[src/verilog/string_operand_map.svh]
`ifndef STRING_OPERAND_MAP_SVH
`define STRING_OPERAND_MAP_SVH
// Contract
// RQ1: A single character sits in the low byte; high byte must be zero.
// RQ2: A character string is addressed by its lowest byte, most significant first.
// RQ3: Character descriptor holds a 16-bit count (0..65,535) and lowest address.
// RQ4: Zero count means vacant and the address is ignored; nonzero is occupied.
// RQ5: Descriptors come from two registers or two memory words via a pointer.
// RQ6: Character-set descriptor gives a 256-byte table base and an 8-bit mask.
// RQ7: Member when table byte at base plus character ANDed with mask is nonzero.
// RQ8: Each mask bit picks one subset; the set is the union of picked subsets.
// RQ9: Software keeps the high byte of the first character-set word zero.
// RQ10: Numeric class has six types, packed class two; operands mix freely.
// RQ11: Decimal strings hold 0 to 31 digits, integer valued, signed or absolute.
// RQ12: Digits are four-bit binary coded nibbles 0000 through 1001.
// RQ13: Destinations use the preferred encoding; sources accept alternates.
// RQ14: Decimal sources are not checked; bad encodings give any result.
// RQ15: Zero magnitude source means the same whatever its sign.
// RQ16: A zero magnitude result is treated and stored as positive.
// RQ17: Surplus most significant destination digits are filled with zeros.
// RQ18: Too short destination drops high digits, flags overflow, may hold minus zero.
// RQ19: Zero-length destination stores no digits; sign only for separate and packed.
// RQ20: Word0 bits 4..0 digit count, bits 14..12 type; word1 is the address.
// RQ21: Unused descriptor bits and reserved types must be zero by software.
// RQ22: Numeric types 000..101 zoned, overpunch, separate; 110 and 111 reserved.
// RQ23: Packed types 110 signed and 111 unsigned; 000 through 101 reserved.
// RQ24: Unpredictable cases still finish deterministically and never write memory.

`define OFS_CTRL       8'h00
`define OFS_STATUS     8'h04
`define OFS_WORD0      8'h08
`define OFS_WORD1      8'h0C
`define OFS_CHAR       8'h10
`define OFS_RESULT     8'h14
`define OFS_RSIGN      8'h18
`define OFS_LEN        8'h1C
`define OFS_ADDR       8'h20
`define OFS_LAST       8'h24
`define OFS_DEST       8'h28

`define CTRL_START     0
`define CTRL_OP_LSB    1
`define CTRL_INLINE    3
`define CTRL_PACKED    4

`define ST_BUSY        0
`define ST_DONE        1
`define ST_MEMBER      2
`define ST_VACANT      3
`define ST_OVERFLOW    4
`define ST_RSVD_TYPE   5
`define ST_RSVD_BITS   6
`define ST_SIGN_STORE  7
`define ST_NEG         8
`define ST_TYPE_LSB    12
`define ST_SIGN_LSB    16

`define LEN_LSB        0
`define LEN_MSB        4
`define TYPE_LSB       12
`define TYPE_MSB       14

`define TYPE_TRAIL_SEP 3'h4
`define TYPE_LEAD_SEP  3'h5
`define TYPE_SPACKED   3'h6
`define TYPE_UPACKED   3'h7

`define SIGN_PLUS      4'hC
`define SIGN_MINUS     4'hD
`define SIGN_UNSIGNED  4'hF

`define RESULT_DIGITS  8
`define WORD_RESET     16'h0000
`endif

[src/verilog/string_operand_pkg.sv]
package string_operand_pkg;
    typedef enum logic [1:0] {
        OP_CHAR_DESC,
        OP_DEC_DESC,
        OP_CHARSET,
        OP_FORMAT
    } op_t;

    typedef enum logic [2:0] {
        S_IDLE,
        S_FETCH,
        S_EXEC,
        S_LOOKUP,
        S_DONE
    } state_t;
endpackage
[src/verilog/decimal_formatter.sv]
`timescale 1ns/1ns
`include "string_operand_map.svh"
module decimal_formatter
(
    input  wire logic [31:0] result_bcd,
    input  wire logic        result_neg,
    input  wire logic [4:0]  dest_len,
    input  wire logic [2:0]  dest_type,
    input  wire logic        packed_class,
    output logic      [31:0] dest_bcd,
    output logic             overflow,
    output logic             sign_neg,
    output logic             sign_store,
    output logic      [3:0]  sign_nibble
);
    logic [`RESULT_DIGITS-1:0] drop;
    logic                      magnitude_nz;

    // Digits are taken as given; no nibble range check is made
    genvar i;
    generate
        for (i = 0; i < `RESULT_DIGITS; i = i + 1)
        begin : g_digit
            logic keep;
            assign keep = (5'(i) < dest_len);
            assign dest_bcd[4*i+3:4*i] = keep ? result_bcd[4*i+3:4*i] : 4'h0; // RQ17 RQ14
            assign drop[i] = !keep && (result_bcd[4*i+3:4*i] != 4'h0); // RQ18
        end
    endgenerate

    assign magnitude_nz = (result_bcd != 32'h0000_0000);
    assign overflow = |drop; // RQ18 RQ19
    // Sign follows the true result, so a truncated negative keeps minus zero
    assign sign_neg = result_neg && magnitude_nz; // RQ16 RQ15 RQ18
    assign sign_store = (dest_len != 5'h00) || packed_class
                        || (dest_type == `TYPE_TRAIL_SEP)
                        || (dest_type == `TYPE_LEAD_SEP); // RQ19

    always_comb
    begin
        if (dest_type == `TYPE_UPACKED)
            sign_nibble = `SIGN_UNSIGNED;
        else if (sign_neg)
            sign_nibble = `SIGN_MINUS; // RQ13
        else
            sign_nibble = `SIGN_PLUS; // RQ13
    end
endmodule

[src/verilog/string_operand_decoder.sv]
// Our own choices: the placing of the registers and register access over APB.
`timescale 1ns/1ns
`include "string_operand_map.svh"
module string_operand_decoder
(
    input  wire logic        pclk,
    input  wire logic        presetn,
    input  wire logic        psel,
    input  wire logic        penable,
    input  wire logic        pwrite,
    input  wire logic [7:0]  paddr,
    input  wire logic [31:0] pwdata,
    output logic      [31:0] prdata,
    output logic             pready,
    output logic             pslverr,
    output logic             mem_req,
    output logic      [15:0] mem_addr,
    input  wire logic [7:0]  mem_rdata,
    input  wire logic        mem_ack,
    output logic             busy
);
    string_operand_pkg::state_t state_reg;
    string_operand_pkg::op_t    op_reg;

    logic        inline_reg;
    logic        packed_reg;
    logic [15:0] word0_reg;
    logic [15:0] word1_reg;
    logic [15:0] char_reg;
    logic [31:0] result_reg;
    logic        rneg_reg;
    logic [15:0] desc0_reg;
    logic [15:0] desc1_reg;
    logic [1:0]  byte_cnt_reg;
    logic        mem_req_reg;
    logic [15:0] mem_addr_reg;
    logic        done_reg;
    logic        member_reg;
    logic        vacant_reg;
    logic        ovf_reg;
    logic        rsvd_type_reg;
    logic        rsvd_bits_reg;
    logic        sstore_reg;
    logic        neg_reg;
    logic [2:0]  type_reg;
    logic [3:0]  sign_reg;
    logic [15:0] len_reg;
    logic [15:0] addr_reg;
    logic [15:0] last_reg;
    logic [31:0] dest_reg;
    logic [31:0] prdata_reg;

    logic        wr_en;
    logic        rd_setup;
    logic        start;
    logic [31:0] fmt_bcd;
    logic        fmt_ovf;
    logic        fmt_neg;
    logic        fmt_sstore;
    logic [3:0]  fmt_sign;

    function automatic logic addr_mapped(input logic [7:0] a);
        case (a)
            `OFS_CTRL, `OFS_STATUS, `OFS_WORD0, `OFS_WORD1, `OFS_CHAR,
            `OFS_RESULT, `OFS_RSIGN, `OFS_LEN, `OFS_ADDR, `OFS_LAST,
            `OFS_DEST: addr_mapped = 1'b1;
            default:   addr_mapped = 1'b0;
        endcase
    endfunction

    // Reserved codes differ by class: numeric tops out at 101
    function automatic logic type_reserved(input logic pk, input logic [2:0] t);
        if (pk)
            type_reserved = (t != `TYPE_SPACKED) && (t != `TYPE_UPACKED); // RQ23
        else
            type_reserved = (t == `TYPE_SPACKED) || (t == `TYPE_UPACKED); // RQ22
    endfunction

    function automatic logic [2:0] type_field(input logic [15:0] w);
        type_field = w[`TYPE_MSB:`TYPE_LSB]; // RQ20
    endfunction

    assign pready   = 1'b1;
    assign pslverr  = psel && penable && !addr_mapped(paddr);
    assign wr_en    = psel && penable && pwrite && addr_mapped(paddr);
    assign rd_setup = psel && !penable && !pwrite;
    assign start    = wr_en && (paddr == `OFS_CTRL) && pwdata[`CTRL_START]
                      && (state_reg == string_operand_pkg::S_IDLE);
    assign prdata   = prdata_reg;
    assign mem_req  = mem_req_reg;
    assign mem_addr = mem_addr_reg;
    assign busy     = (state_reg != string_operand_pkg::S_IDLE);

    decimal_formatter u_fmt
    (
        .result_bcd   (result_reg),
        .result_neg   (rneg_reg),
        .dest_len     (desc0_reg[`LEN_MSB:`LEN_LSB]),
        .dest_type    (type_field(desc0_reg)),
        .packed_class (packed_reg),
        .dest_bcd     (fmt_bcd),
        .overflow     (fmt_ovf),
        .sign_neg     (fmt_neg),
        .sign_store   (fmt_sstore),
        .sign_nibble  (fmt_sign)
    );

    // Software-written configuration and operands
    always_ff @(posedge pclk or negedge presetn)
    begin
        if (!presetn)
        begin
            op_reg     <= string_operand_pkg::OP_CHAR_DESC;
            inline_reg <= 1'b0;
            packed_reg <= 1'b0;
            word0_reg  <= `WORD_RESET;
            word1_reg  <= `WORD_RESET;
            char_reg   <= `WORD_RESET;
            result_reg <= 32'h0000_0000;
            rneg_reg   <= 1'b0;
        end
        else if (wr_en && !busy)
        begin
            case (paddr)
                `OFS_CTRL:
                begin
                    op_reg     <= string_operand_pkg::op_t'(pwdata[`CTRL_OP_LSB+1:`CTRL_OP_LSB]);
                    inline_reg <= pwdata[`CTRL_INLINE];
                    packed_reg <= pwdata[`CTRL_PACKED];
                end
                `OFS_WORD0:  word0_reg  <= pwdata[15:0];
                `OFS_WORD1:  word1_reg  <= pwdata[15:0];
                `OFS_CHAR:   char_reg   <= pwdata[15:0];
                `OFS_RESULT: result_reg <= pwdata;
                `OFS_RSIGN:  rneg_reg   <= pwdata[0];
                default:     ;
            endcase
        end
    end

    // Sequencer: optional in-line fetch, then execute, then table lookup for OP_CHARSET only
    always_ff @(posedge pclk or negedge presetn)
    begin
        if (!presetn)
        begin
            state_reg    <= string_operand_pkg::S_IDLE;
            byte_cnt_reg <= 2'h0;
            mem_req_reg  <= 1'b0;
            mem_addr_reg <= 16'h0000;
        end
        else
        begin
            case (state_reg)
                string_operand_pkg::S_IDLE:
                begin
                    if (start && pwdata[`CTRL_INLINE])
                    begin
                        // WORD0 holds the pointer word from the instruction stream
                        state_reg    <= string_operand_pkg::S_FETCH; // RQ5
                        byte_cnt_reg <= 2'h0;
                        mem_req_reg  <= 1'b1;
                        mem_addr_reg <= word0_reg;
                    end
                    else if (start)
                        state_reg <= string_operand_pkg::S_EXEC; // RQ5
                end
                string_operand_pkg::S_FETCH:
                begin
                    if (mem_ack)
                    begin
                        byte_cnt_reg <= byte_cnt_reg + 2'h1;
                        mem_addr_reg <= mem_addr_reg + 16'h0001;
                        if (byte_cnt_reg == 2'h3)
                        begin
                            mem_req_reg <= 1'b0;
                            state_reg   <= string_operand_pkg::S_EXEC;
                        end
                    end
                end
                string_operand_pkg::S_EXEC:
                begin
                    if (op_reg == string_operand_pkg::OP_CHARSET)
                    begin
                        // Character value indexes from entry zero of the table
                        state_reg    <= string_operand_pkg::S_LOOKUP;
                        mem_req_reg  <= 1'b1;
                        mem_addr_reg <= desc1_reg + {8'h00, char_reg[7:0]}; // RQ6 RQ1
                    end
                    else
                        state_reg <= string_operand_pkg::S_DONE;
                end
                string_operand_pkg::S_LOOKUP:
                begin
                    if (mem_ack)
                    begin
                        mem_req_reg <= 1'b0;
                        state_reg   <= string_operand_pkg::S_DONE;
                    end
                end
                string_operand_pkg::S_DONE:
                    state_reg <= string_operand_pkg::S_IDLE; // RQ24
                default:
                    state_reg <= string_operand_pkg::S_IDLE; // RQ24
            endcase
        end
    end

    // Effective descriptor words, from registers or from memory bytes
    always_ff @(posedge pclk or negedge presetn)
    begin
        if (!presetn)
        begin
            desc0_reg <= `WORD_RESET;
            desc1_reg <= `WORD_RESET;
        end
        else if (start && !pwdata[`CTRL_INLINE])
        begin
            desc0_reg <= word0_reg; // RQ5
            desc1_reg <= word1_reg;
        end
        else if (state_reg == string_operand_pkg::S_FETCH && mem_ack)
        begin
            // Words are low byte first
            case (byte_cnt_reg)
                2'h0:    desc0_reg[7:0]  <= mem_rdata;
                2'h1:    desc0_reg[15:8] <= mem_rdata;
                2'h2:    desc1_reg[7:0]  <= mem_rdata;
                default: desc1_reg[15:8] <= mem_rdata;
            endcase
        end
    end

    // Completion flag: cleared by a new start, set when the op finishes
    always_ff @(posedge pclk or negedge presetn)
    begin
        if (!presetn)
            done_reg <= 1'b0;
        else if (state_reg == string_operand_pkg::S_DONE)
            done_reg <= 1'b1;
        else if (start)
            done_reg <= 1'b0;
    end

    // Membership; high byte of the mask word is ignored rather than faulted
    always_ff @(posedge pclk or negedge presetn)
    begin
        if (!presetn)
            member_reg <= 1'b0;
        else if (state_reg == string_operand_pkg::S_LOOKUP && mem_ack)
            member_reg <= (mem_rdata & desc0_reg[7:0]) != 8'h00; // RQ7 RQ8 RQ9
    end

    // Character string view, else decimal length and address fields
    always_ff @(posedge pclk or negedge presetn)
    begin
        if (!presetn)
        begin
            len_reg    <= 16'h0000;
            addr_reg   <= 16'h0000;
            last_reg   <= 16'h0000;
            vacant_reg <= 1'b0;
        end
        else if (state_reg == string_operand_pkg::S_EXEC
                 && op_reg == string_operand_pkg::OP_CHAR_DESC)
        begin
            len_reg    <= desc0_reg; // RQ3
            vacant_reg <= (desc0_reg == 16'h0000); // RQ4
            // First byte is the most significant character, last the least
            addr_reg   <= (desc0_reg == 16'h0000) ? 16'h0000 : desc1_reg; // RQ2 RQ4
            last_reg   <= (desc0_reg == 16'h0000) ? 16'h0000
                          : desc1_reg + desc0_reg - 16'h0001; // RQ2
        end
        else if (state_reg == string_operand_pkg::S_EXEC)
        begin
            len_reg    <= {11'h000, desc0_reg[`LEN_MSB:`LEN_LSB]}; // RQ20 RQ11
            addr_reg   <= desc1_reg; // RQ20
            last_reg   <= 16'h0000;
            vacant_reg <= (desc0_reg[`LEN_MSB:`LEN_LSB] == 5'h00);
        end
    end

    // Decimal descriptor decode and result formatting
    always_ff @(posedge pclk or negedge presetn)
    begin
        if (!presetn)
        begin
            type_reg      <= 3'h0;
            rsvd_type_reg <= 1'b0;
            rsvd_bits_reg <= 1'b0;
            ovf_reg       <= 1'b0;
            sstore_reg    <= 1'b0;
            neg_reg       <= 1'b0;
            sign_reg      <= 4'h0;
            dest_reg      <= 32'h0000_0000;
        end
        else if (state_reg == string_operand_pkg::S_EXEC
                 && (op_reg == string_operand_pkg::OP_DEC_DESC
                     || op_reg == string_operand_pkg::OP_FORMAT))
        begin
            type_reg      <= type_field(desc0_reg); // RQ20 RQ10
            // Reported only; the op still completes normally
            rsvd_type_reg <= type_reserved(packed_reg, type_field(desc0_reg)); // RQ21 RQ24
            rsvd_bits_reg <= desc0_reg[15] || (desc0_reg[11:5] != 7'h00); // RQ21
            if (op_reg == string_operand_pkg::OP_FORMAT)
            begin
                ovf_reg    <= fmt_ovf; // RQ18 RQ19
                sstore_reg <= fmt_sstore; // RQ19
                neg_reg    <= fmt_neg; // RQ16
                sign_reg   <= fmt_sign; // RQ13
                dest_reg   <= fmt_bcd; // RQ17 RQ12
            end
        end
    end

    // Read data is latched in the setup phase and stands through access
    always_ff @(posedge pclk or negedge presetn)
    begin
        if (!presetn)
            prdata_reg <= 32'h0000_0000;
        else if (rd_setup)
        begin
            case (paddr)
                `OFS_CTRL:   prdata_reg <= {27'h0, packed_reg, inline_reg, op_reg, 1'b0};
                `OFS_STATUS: prdata_reg <= {12'h000, sign_reg, 1'b0, type_reg,
                                            3'h0, neg_reg, sstore_reg, rsvd_bits_reg,
                                            rsvd_type_reg, ovf_reg, vacant_reg,
                                            member_reg, done_reg, busy};
                `OFS_WORD0:  prdata_reg <= {16'h0000, word0_reg};
                `OFS_WORD1:  prdata_reg <= {16'h0000, word1_reg};
                `OFS_CHAR:   prdata_reg <= {16'h0000, char_reg};
                `OFS_RESULT: prdata_reg <= result_reg;
                `OFS_RSIGN:  prdata_reg <= {31'h0, rneg_reg};
                `OFS_LEN:    prdata_reg <= {16'h0000, len_reg};
                `OFS_ADDR:   prdata_reg <= {16'h0000, addr_reg};
                `OFS_LAST:   prdata_reg <= {16'h0000, last_reg};
                `OFS_DEST:   prdata_reg <= dest_reg;
                default:     prdata_reg <= 32'h0000_0000;
            endcase
        end
    end
endmodule

[config.mk]
export PLATFORM = sky130hd
export DESIGN_NAME = string_operand_decoder
export DESIGN_NICKNAME = d
export VERILOG_FILES = /design/src/verilog/string_operand_pkg.sv /design/src/verilog/decimal_formatter.sv /design/src/verilog/string_operand_decoder.sv
export VERILOG_INCLUDE_DIRS = /design/src /design/src/verilog
export SDC_FILE = /design/constraint.sdc
export NUM_CORES = 1
export LEC_CHECK = 0
export BUFFER_PORTS_ARGS = -buffer_cell sky130_fd_sc_hd__clkbuf_2
export CORE_UTILIZATION = 36
export DETAILED_ROUTE_END_ITERATION = 10
export RECOVER_POWER = 100
export SYNTH_ARGS = -nofsm -noshare
export SYNTH_HDL_FRONTEND = slang
export SYNTH_SLANG_ARGS = --single-unit
[constraint.sdc]
create_clock -name pclk -period 4.7 [get_ports pclk]
set_clock_uncertainty 0.15 [all_clocks]
set_input_delay 0.235 -clock pclk [delete_from_list [all_inputs] [get_ports pclk]]
set_output_delay 0.235 -clock pclk [all_outputs]
set_load 0.02 [all_outputs]
# Word level (Yosys, flattened, before mapping)
# Index checks and enable logic that the tools add are counted.
# totals
ramBits	0
romBits	0
latchBits	0
wordCells	222
inputBits	54
n_memories	0
ff_bits	266
# classes
n_eq_ne	33
mul	0
n_shift	0
order_cmp	8
n_bitwise	1
div_mod_pow	0
mux	53
n_addsub	5
n_reduce_logical	91
# op_table
cell	count
32-bit case mux with 11 select lines	1
16-bit two-way mux	15
16-bit case mux with 3 select lines	1
4-bit two-way mux	9
4-bit nonzero test	9
8-bit by 5-bit == test with 1-bit output, second input constant	4
8-bit two-way mux	4
32-bit nonzero test	1
1-bit logical AND	26
8-bit by 6-bit == test with 1-bit output, second input constant	3
2-bit AND reduction	11
3-bit by 5-bit < comparator with 1-bit output, first input constant	4
3-bit two-way mux	6
16-bit by 1-bit adder with 16-bit output, second input constant	1
16-bit adder	1
16-bit by 8-bit adder with 16-bit output	1
8-bit by 4-bit == test with 1-bit output, second input constant	2
16-bit logical NOT	1
16-bit by 1-bit subtractor with 16-bit output, second input constant	1
3-bit == test, second input constant	5
2-bit nonzero test	7
1-bit logical NOT	13
1-bit two-way mux	12
3-bit case mux with 4 select lines	1
31 further kinds	52

# Longest topological paths before layout
# logic_depth
word_depth	10
ltp_mapped	12

# By module
# From an unflattened synthesis, not the netlist that was laid out.
# hier_totals
cells_unflattened	1410
area_unflattened_um2	14352.5
# modules_own_cells
module	area_each_um2	seq_area_each_um2	instances	cells_per_inst
string_operand_decoder	13907.1	6656.4	1	1337
decimal_formatter	445.4	0.0	1	73

# Worst setup path before layout
# Ideal clock, no wire load.
# synth_timing
kind	register to register
startpoint	register state_reg[1]
endpoint	register desc1_reg[10]
path_slack_ns	1.744
synth_period_minus_slack_ns	2.956
path_buffers	3
t_required_ns	4.417
t_arrival_ns	2.673
path_stages_with_launch	9
path_cell_list	dfrtp_1 -> buf_2 -> or3_1 -> a2111o_1 -> or4_1 -> clkbuf_1 -> nor3b_4 -> clkbuf_1 -> o21ai_0
# synth_via
elab_chain_len	5
elab_cells_between_ends	9
# synth_lines
element	line	rtl
start, declared	string_operand_decoder.sv:22	string_operand_pkg::state_t state_reg;
start signal, assigned	string_operand_decoder.sv:146	state_reg <= string_operand_pkg::S_IDLE;
start signal, assigned	string_operand_decoder.sv:159	state_reg <= string_operand_pkg::S_FETCH;
start signal, assigned	string_operand_decoder.sv:165	state_reg <= string_operand_pkg::S_EXEC;
3-bit logical NOT	string_operand_decoder.sv:88	&& (state_reg == string_operand_pkg::S_IDLE);
1-bit logical AND	string_operand_decoder.sv:87	assign start = wr_en && (paddr == `OFS_CTRL) && pwdata[`CTRL_START]
1-bit logical AND	string_operand_decoder.sv:216	else if (start && !pwdata[`CTRL_INLINE])
2-bit by 1-bit inequality test with 1-bit output (no source line) / 2-bit nonzero test (equally long branches)	-	
2-bit AND reduction (no source line)	-	
end signal, assigned	string_operand_decoder.sv:214	desc1_reg <= `WORD_RESET;
end signal, assigned	string_operand_decoder.sv:219	desc1_reg <= word1_reg;
end signal, assigned	string_operand_decoder.sv:228	default: desc1_reg[15:8] <= mem_rdata;
end, declared	string_operand_decoder.sv:33	logic [15:0] desc1_reg;
# Several ways; a longest one is shown, not always the timed one.
# A chain may end at the register's enable or synchronous reset.

# Final worst setup path
# layout_timing
startpoint	input paddr[2]
endpoint	register word1_reg[7]
# layout_via
elab_chain_len	6
elab_cells_between_ends	16
# layout_lines
element	line	rtl
start, declared	string_operand_decoder.sv:11	input wire logic [7:0] paddr,
8-bit by 5-bit == test with 1-bit output (tied with other cells)	string_operand_decoder.sv:63	case (a)
11-bit OR reduction	string_operand_decoder.sv:63	
1-bit two-way mux	string_operand_decoder.sv:63	
1-bit logical AND	string_operand_decoder.sv:85	assign wr_en = psel && penable && pwrite && addr_mapped(paddr);
1-bit logical AND	string_operand_decoder.sv:122	else if (wr_en && !busy)
2-bit AND reduction (no source line) *	-	
end signal, assigned	string_operand_decoder.sv:117	word1_reg <= `WORD_RESET;
end signal, assigned	string_operand_decoder.sv:132	`OFS_WORD1: word1_reg <= pwdata[15:0];
end, declared	string_operand_decoder.sv:28	logic [15:0] word1_reg;
# Every way passes the cells marked *; elsewhere a longest branch is shown, timed or not.

==> metrics <==
syn_nets=1544; Max Used Layer=met4; chip height=about 200 um; share of cells above drive strength 1=0.140; # IOs=106; PwrDens=344 nW/um^2; area leader, netlist=dfrtp_1; ys async rst share=1.00; final setup fails=0; CTS buffer count=30; CP required=approximately 5.0 ns; Root Driver=clkbuf_16; Diodes inserted=0; largest net degree at the start of global routing=about 120; met3 WL=between 3 and 4 mm; CP startpoint kind=input pin; Post-synth EDFFs=0; Routed WL=slightly below 50 mm; Distinct cells, synth=67; Total GRT Usage=0.245; syn_area_per_cell=9.68 sq um; Die Width=roughly 200 um; fin crit period=4.13 ns; Remaining Overflow, GRT=0; Worst Hold Class=input pin to flop; HPWL Detailed=between 30 and 40 mm; most common cell in the synthesized netlist=dfrtp_1; sequential fraction of the synthesis area=0.474; Final Power=~5600 uW; CTS resizes=0; CTS tree=done; H-Tree Depth=1; internal power=4070 uW; DRC=0; Max Cap Viol=3; Fmax=between 200 and 250 MHz; sequential share of power=0.444; Mapped Area=approximately 14000 sq um; clk_lat worst skew=roughly 0.57 ns; Reg clk slew, reported paths=about 0.060 ns; Least-Margin Pin Slew=3.26 ns; critical setup path kind=input pin to flop; YS warnings=0; cells after synthesis=roughly 1400; Synth top cells by count=dfrtp_1 (265), nand2_1 (207), mux2_2 (95), o21ai_0 (94), nor2_1 (88); crit path max fanout=37; port buffer count=approximately 100; final hold vios=0; ranking of synthesized cells by area=dfrtp_1 (47%), mux2_2 (7.6%), nand2_1 (5.5%), mux2i_1 (3.9%), ha_1 (3.8%); failing checks=max-capacitance violations, max-slew violations; starting DRC count in detailed routing=1146; Area Overhead vs Synth=16.9%; vias per inst=between 5 and 6; Logic pwr share=0.126; # fillers=between 3000 and 4000; Routed met1 length=20.9 mm; fin. max-slew vios=177; VDD IR max=0.350 mV; routed vias=12004; Crit. End Element=flop; CP Cell Sequence=clkbuf_2 > clkbuf_1 > nand2_1 > nor3_1 > clkbuf_2 > mux2_2; clock buffer depth=3; WL met2=about 22 mm; Avg WL per Cell=about 23 um; CP max-delay cell=clkbuf_1; P_sw=about 1600 uW; total clock sinks=265; status=complete, but fails checks; die area=roughly 40000 sq um; Post-Route Setup TNS=0 ns; FF+latch count, synth=roughly 270; vias in the first global route=11704; first-pass GRT wire length=between 70 and 80 mm; unrepaired setup endpoints after global routing=false; GPL Wtd Cong=roughly 0.97; Worst path max stage delay=~1.8 ns; Initial Utilization=0.369; Rows=just over 70; Most common cell on crit path=clkbuf_2; Final #Nets=~1700; Synth Flop Type=dfrtp_1; switching power share of the total=0.277; initial antenna violation count=0; Final Cycle Share=0.880; Arr. time, crit path=roughly 4.4 ns; top cell type's share of synthesized area=0.474; Core Area=about 38000 sq um; Routed Antenna Nets=0; Initial DRT Pass Iterations=6; max-slew headroom at the worst pin=-1.18; LEAKAGE=0.00757 uW; Clock power frac=0.430
==> layout by cell type (no fill, tap or decap), types with 5 or more instances in the layout <==
cell	instances
a221oi_1	22
or2_2	5
a31oi_1	16
a21oi_1	77
o31ai_1	6
o21a_1	6
clkbuf_16	30
nor2b_1	6
nand4_1	12
a211oi_1	10
nor2_1	88
ha_1	42
buf_4	11
dfrtp_1	265
xnor2_1	20
clkbuf_1	65
xor2_1	8
nor3_1	20
and2_1	5
nor3b_1	6
a21o_1	11
o22ai_1	9
or3_1	7
a222oi_1	8
nand3_1	63
clkbuf_8	7
mux2_2	95
o21ai_0	112
dlygate4sd3_1	42
clkbuf_2	57
nand2_1	207
mux2i_1	54
a22o_1	10
nor4_1	14
o211ai_1	5
inv_1	66
and3_1	7
a22oi_1	31
==> kinds of logic (layout without fill, tap and decap cells) <==
family,count (synthesis),count (layout),synth area share
AND/OR/NAND/NOR,455,455,0.146
AO/OA/AOI/OAI,358,358,0.165
flip-flops,265,265,0.474
multiplexers,150,150,0.117
buffers and inverters,145,288,0.0399
adder cells (fa/ha/maj),44,44,0.0404
XOR/XNOR,28,28,0.0175
other,1,1,0.000268
==> layer usage <==
metal | global-route usage | up-vias
li1 | - | 5450
met1 | 0.336 | 5995
met2 | 0.394 | 474
met3 | 0.0341 | 85
met4 | 0.0860 | 0
met5 | 0 | -
==> cell type report <==
type | instances | area, sq um | area share
multi-input cells | 1036 | 6810 | 0.416
flip-flops and latches | 265 | 6630 | 0.405
repair buffers | 167 | 1020 | 0.0622
clock buffers | 46 | 881 | 0.0538
well taps | 511 | 639 | 0.0391
inverters | 66 | 248 | 0.0151
clock inverters | 9 | 139 | 0.00849
==> repair_timing <==
action                                 CTS  global route
setup buffers                            0             0
hold buffers                            42             0
endpoints found under the hold margin  236             0
==> through the flow <==
| stage | area [sq um] | hold WS, ns | std cells | setup slack, ns | util |
|---|---|---|---|---|---|
| 2_1_floorplan | 14000 | -0.211 | 1446 | 1.74 | - |
| 3_3_place_gp | 15100 | 0.265 | 2003 | 1.35 | 0.397 |
| 3_5_place_dp | 15100 | 0.259 | 2003 | 1.29 | 0.397 |
| 4_1_cts | 16500 | 0.0497 | 2100 | 1.26 | 0.435 |
| 5_1_grt | 16400 | 0.117 | 2100 | 0.529 | 0.431 |
| 6_report | 16400 | 0.0931 | 2100 | 0.565 | 0.431 |
==> critical path: cells and delay by family <==
| kind | cells | cell delay (ns) |
|---|---|---|
| buffers and inverters | 3 | 2.81 |
| muxes | 1 | 0.40 |
| and+or+nand+nor | 2 | 0.94 |
==> power groups by stage <==
stage                     combinational [uW]  clock [uW]  sequential [uW]
after floorplan                          315           0             2610
after global placement                   697           0             2530
after detailed placement                 701           0             2540
after CTS                                734        2460             2500
after global routing                     781        2540             2510
final                                    709        2420             2500
==> worst paths after layout <==
kind,startpoint,to,slack (ns),depth (start not counted)
max reg2reg,state_reg[1],desc1_reg[7],0.88,6
min reg2reg,dest_reg[20],dest_reg[20],0.32,2
min,penable,state_reg[0],0.09,5
max in group asynchronous,presetn,result_reg[13],1.35,2
max,paddr[2],word1_reg[7],0.57,6
min in group asynchronous,presetn,word0_reg[1],1.13,2
(Power assumes the default switching activity.)
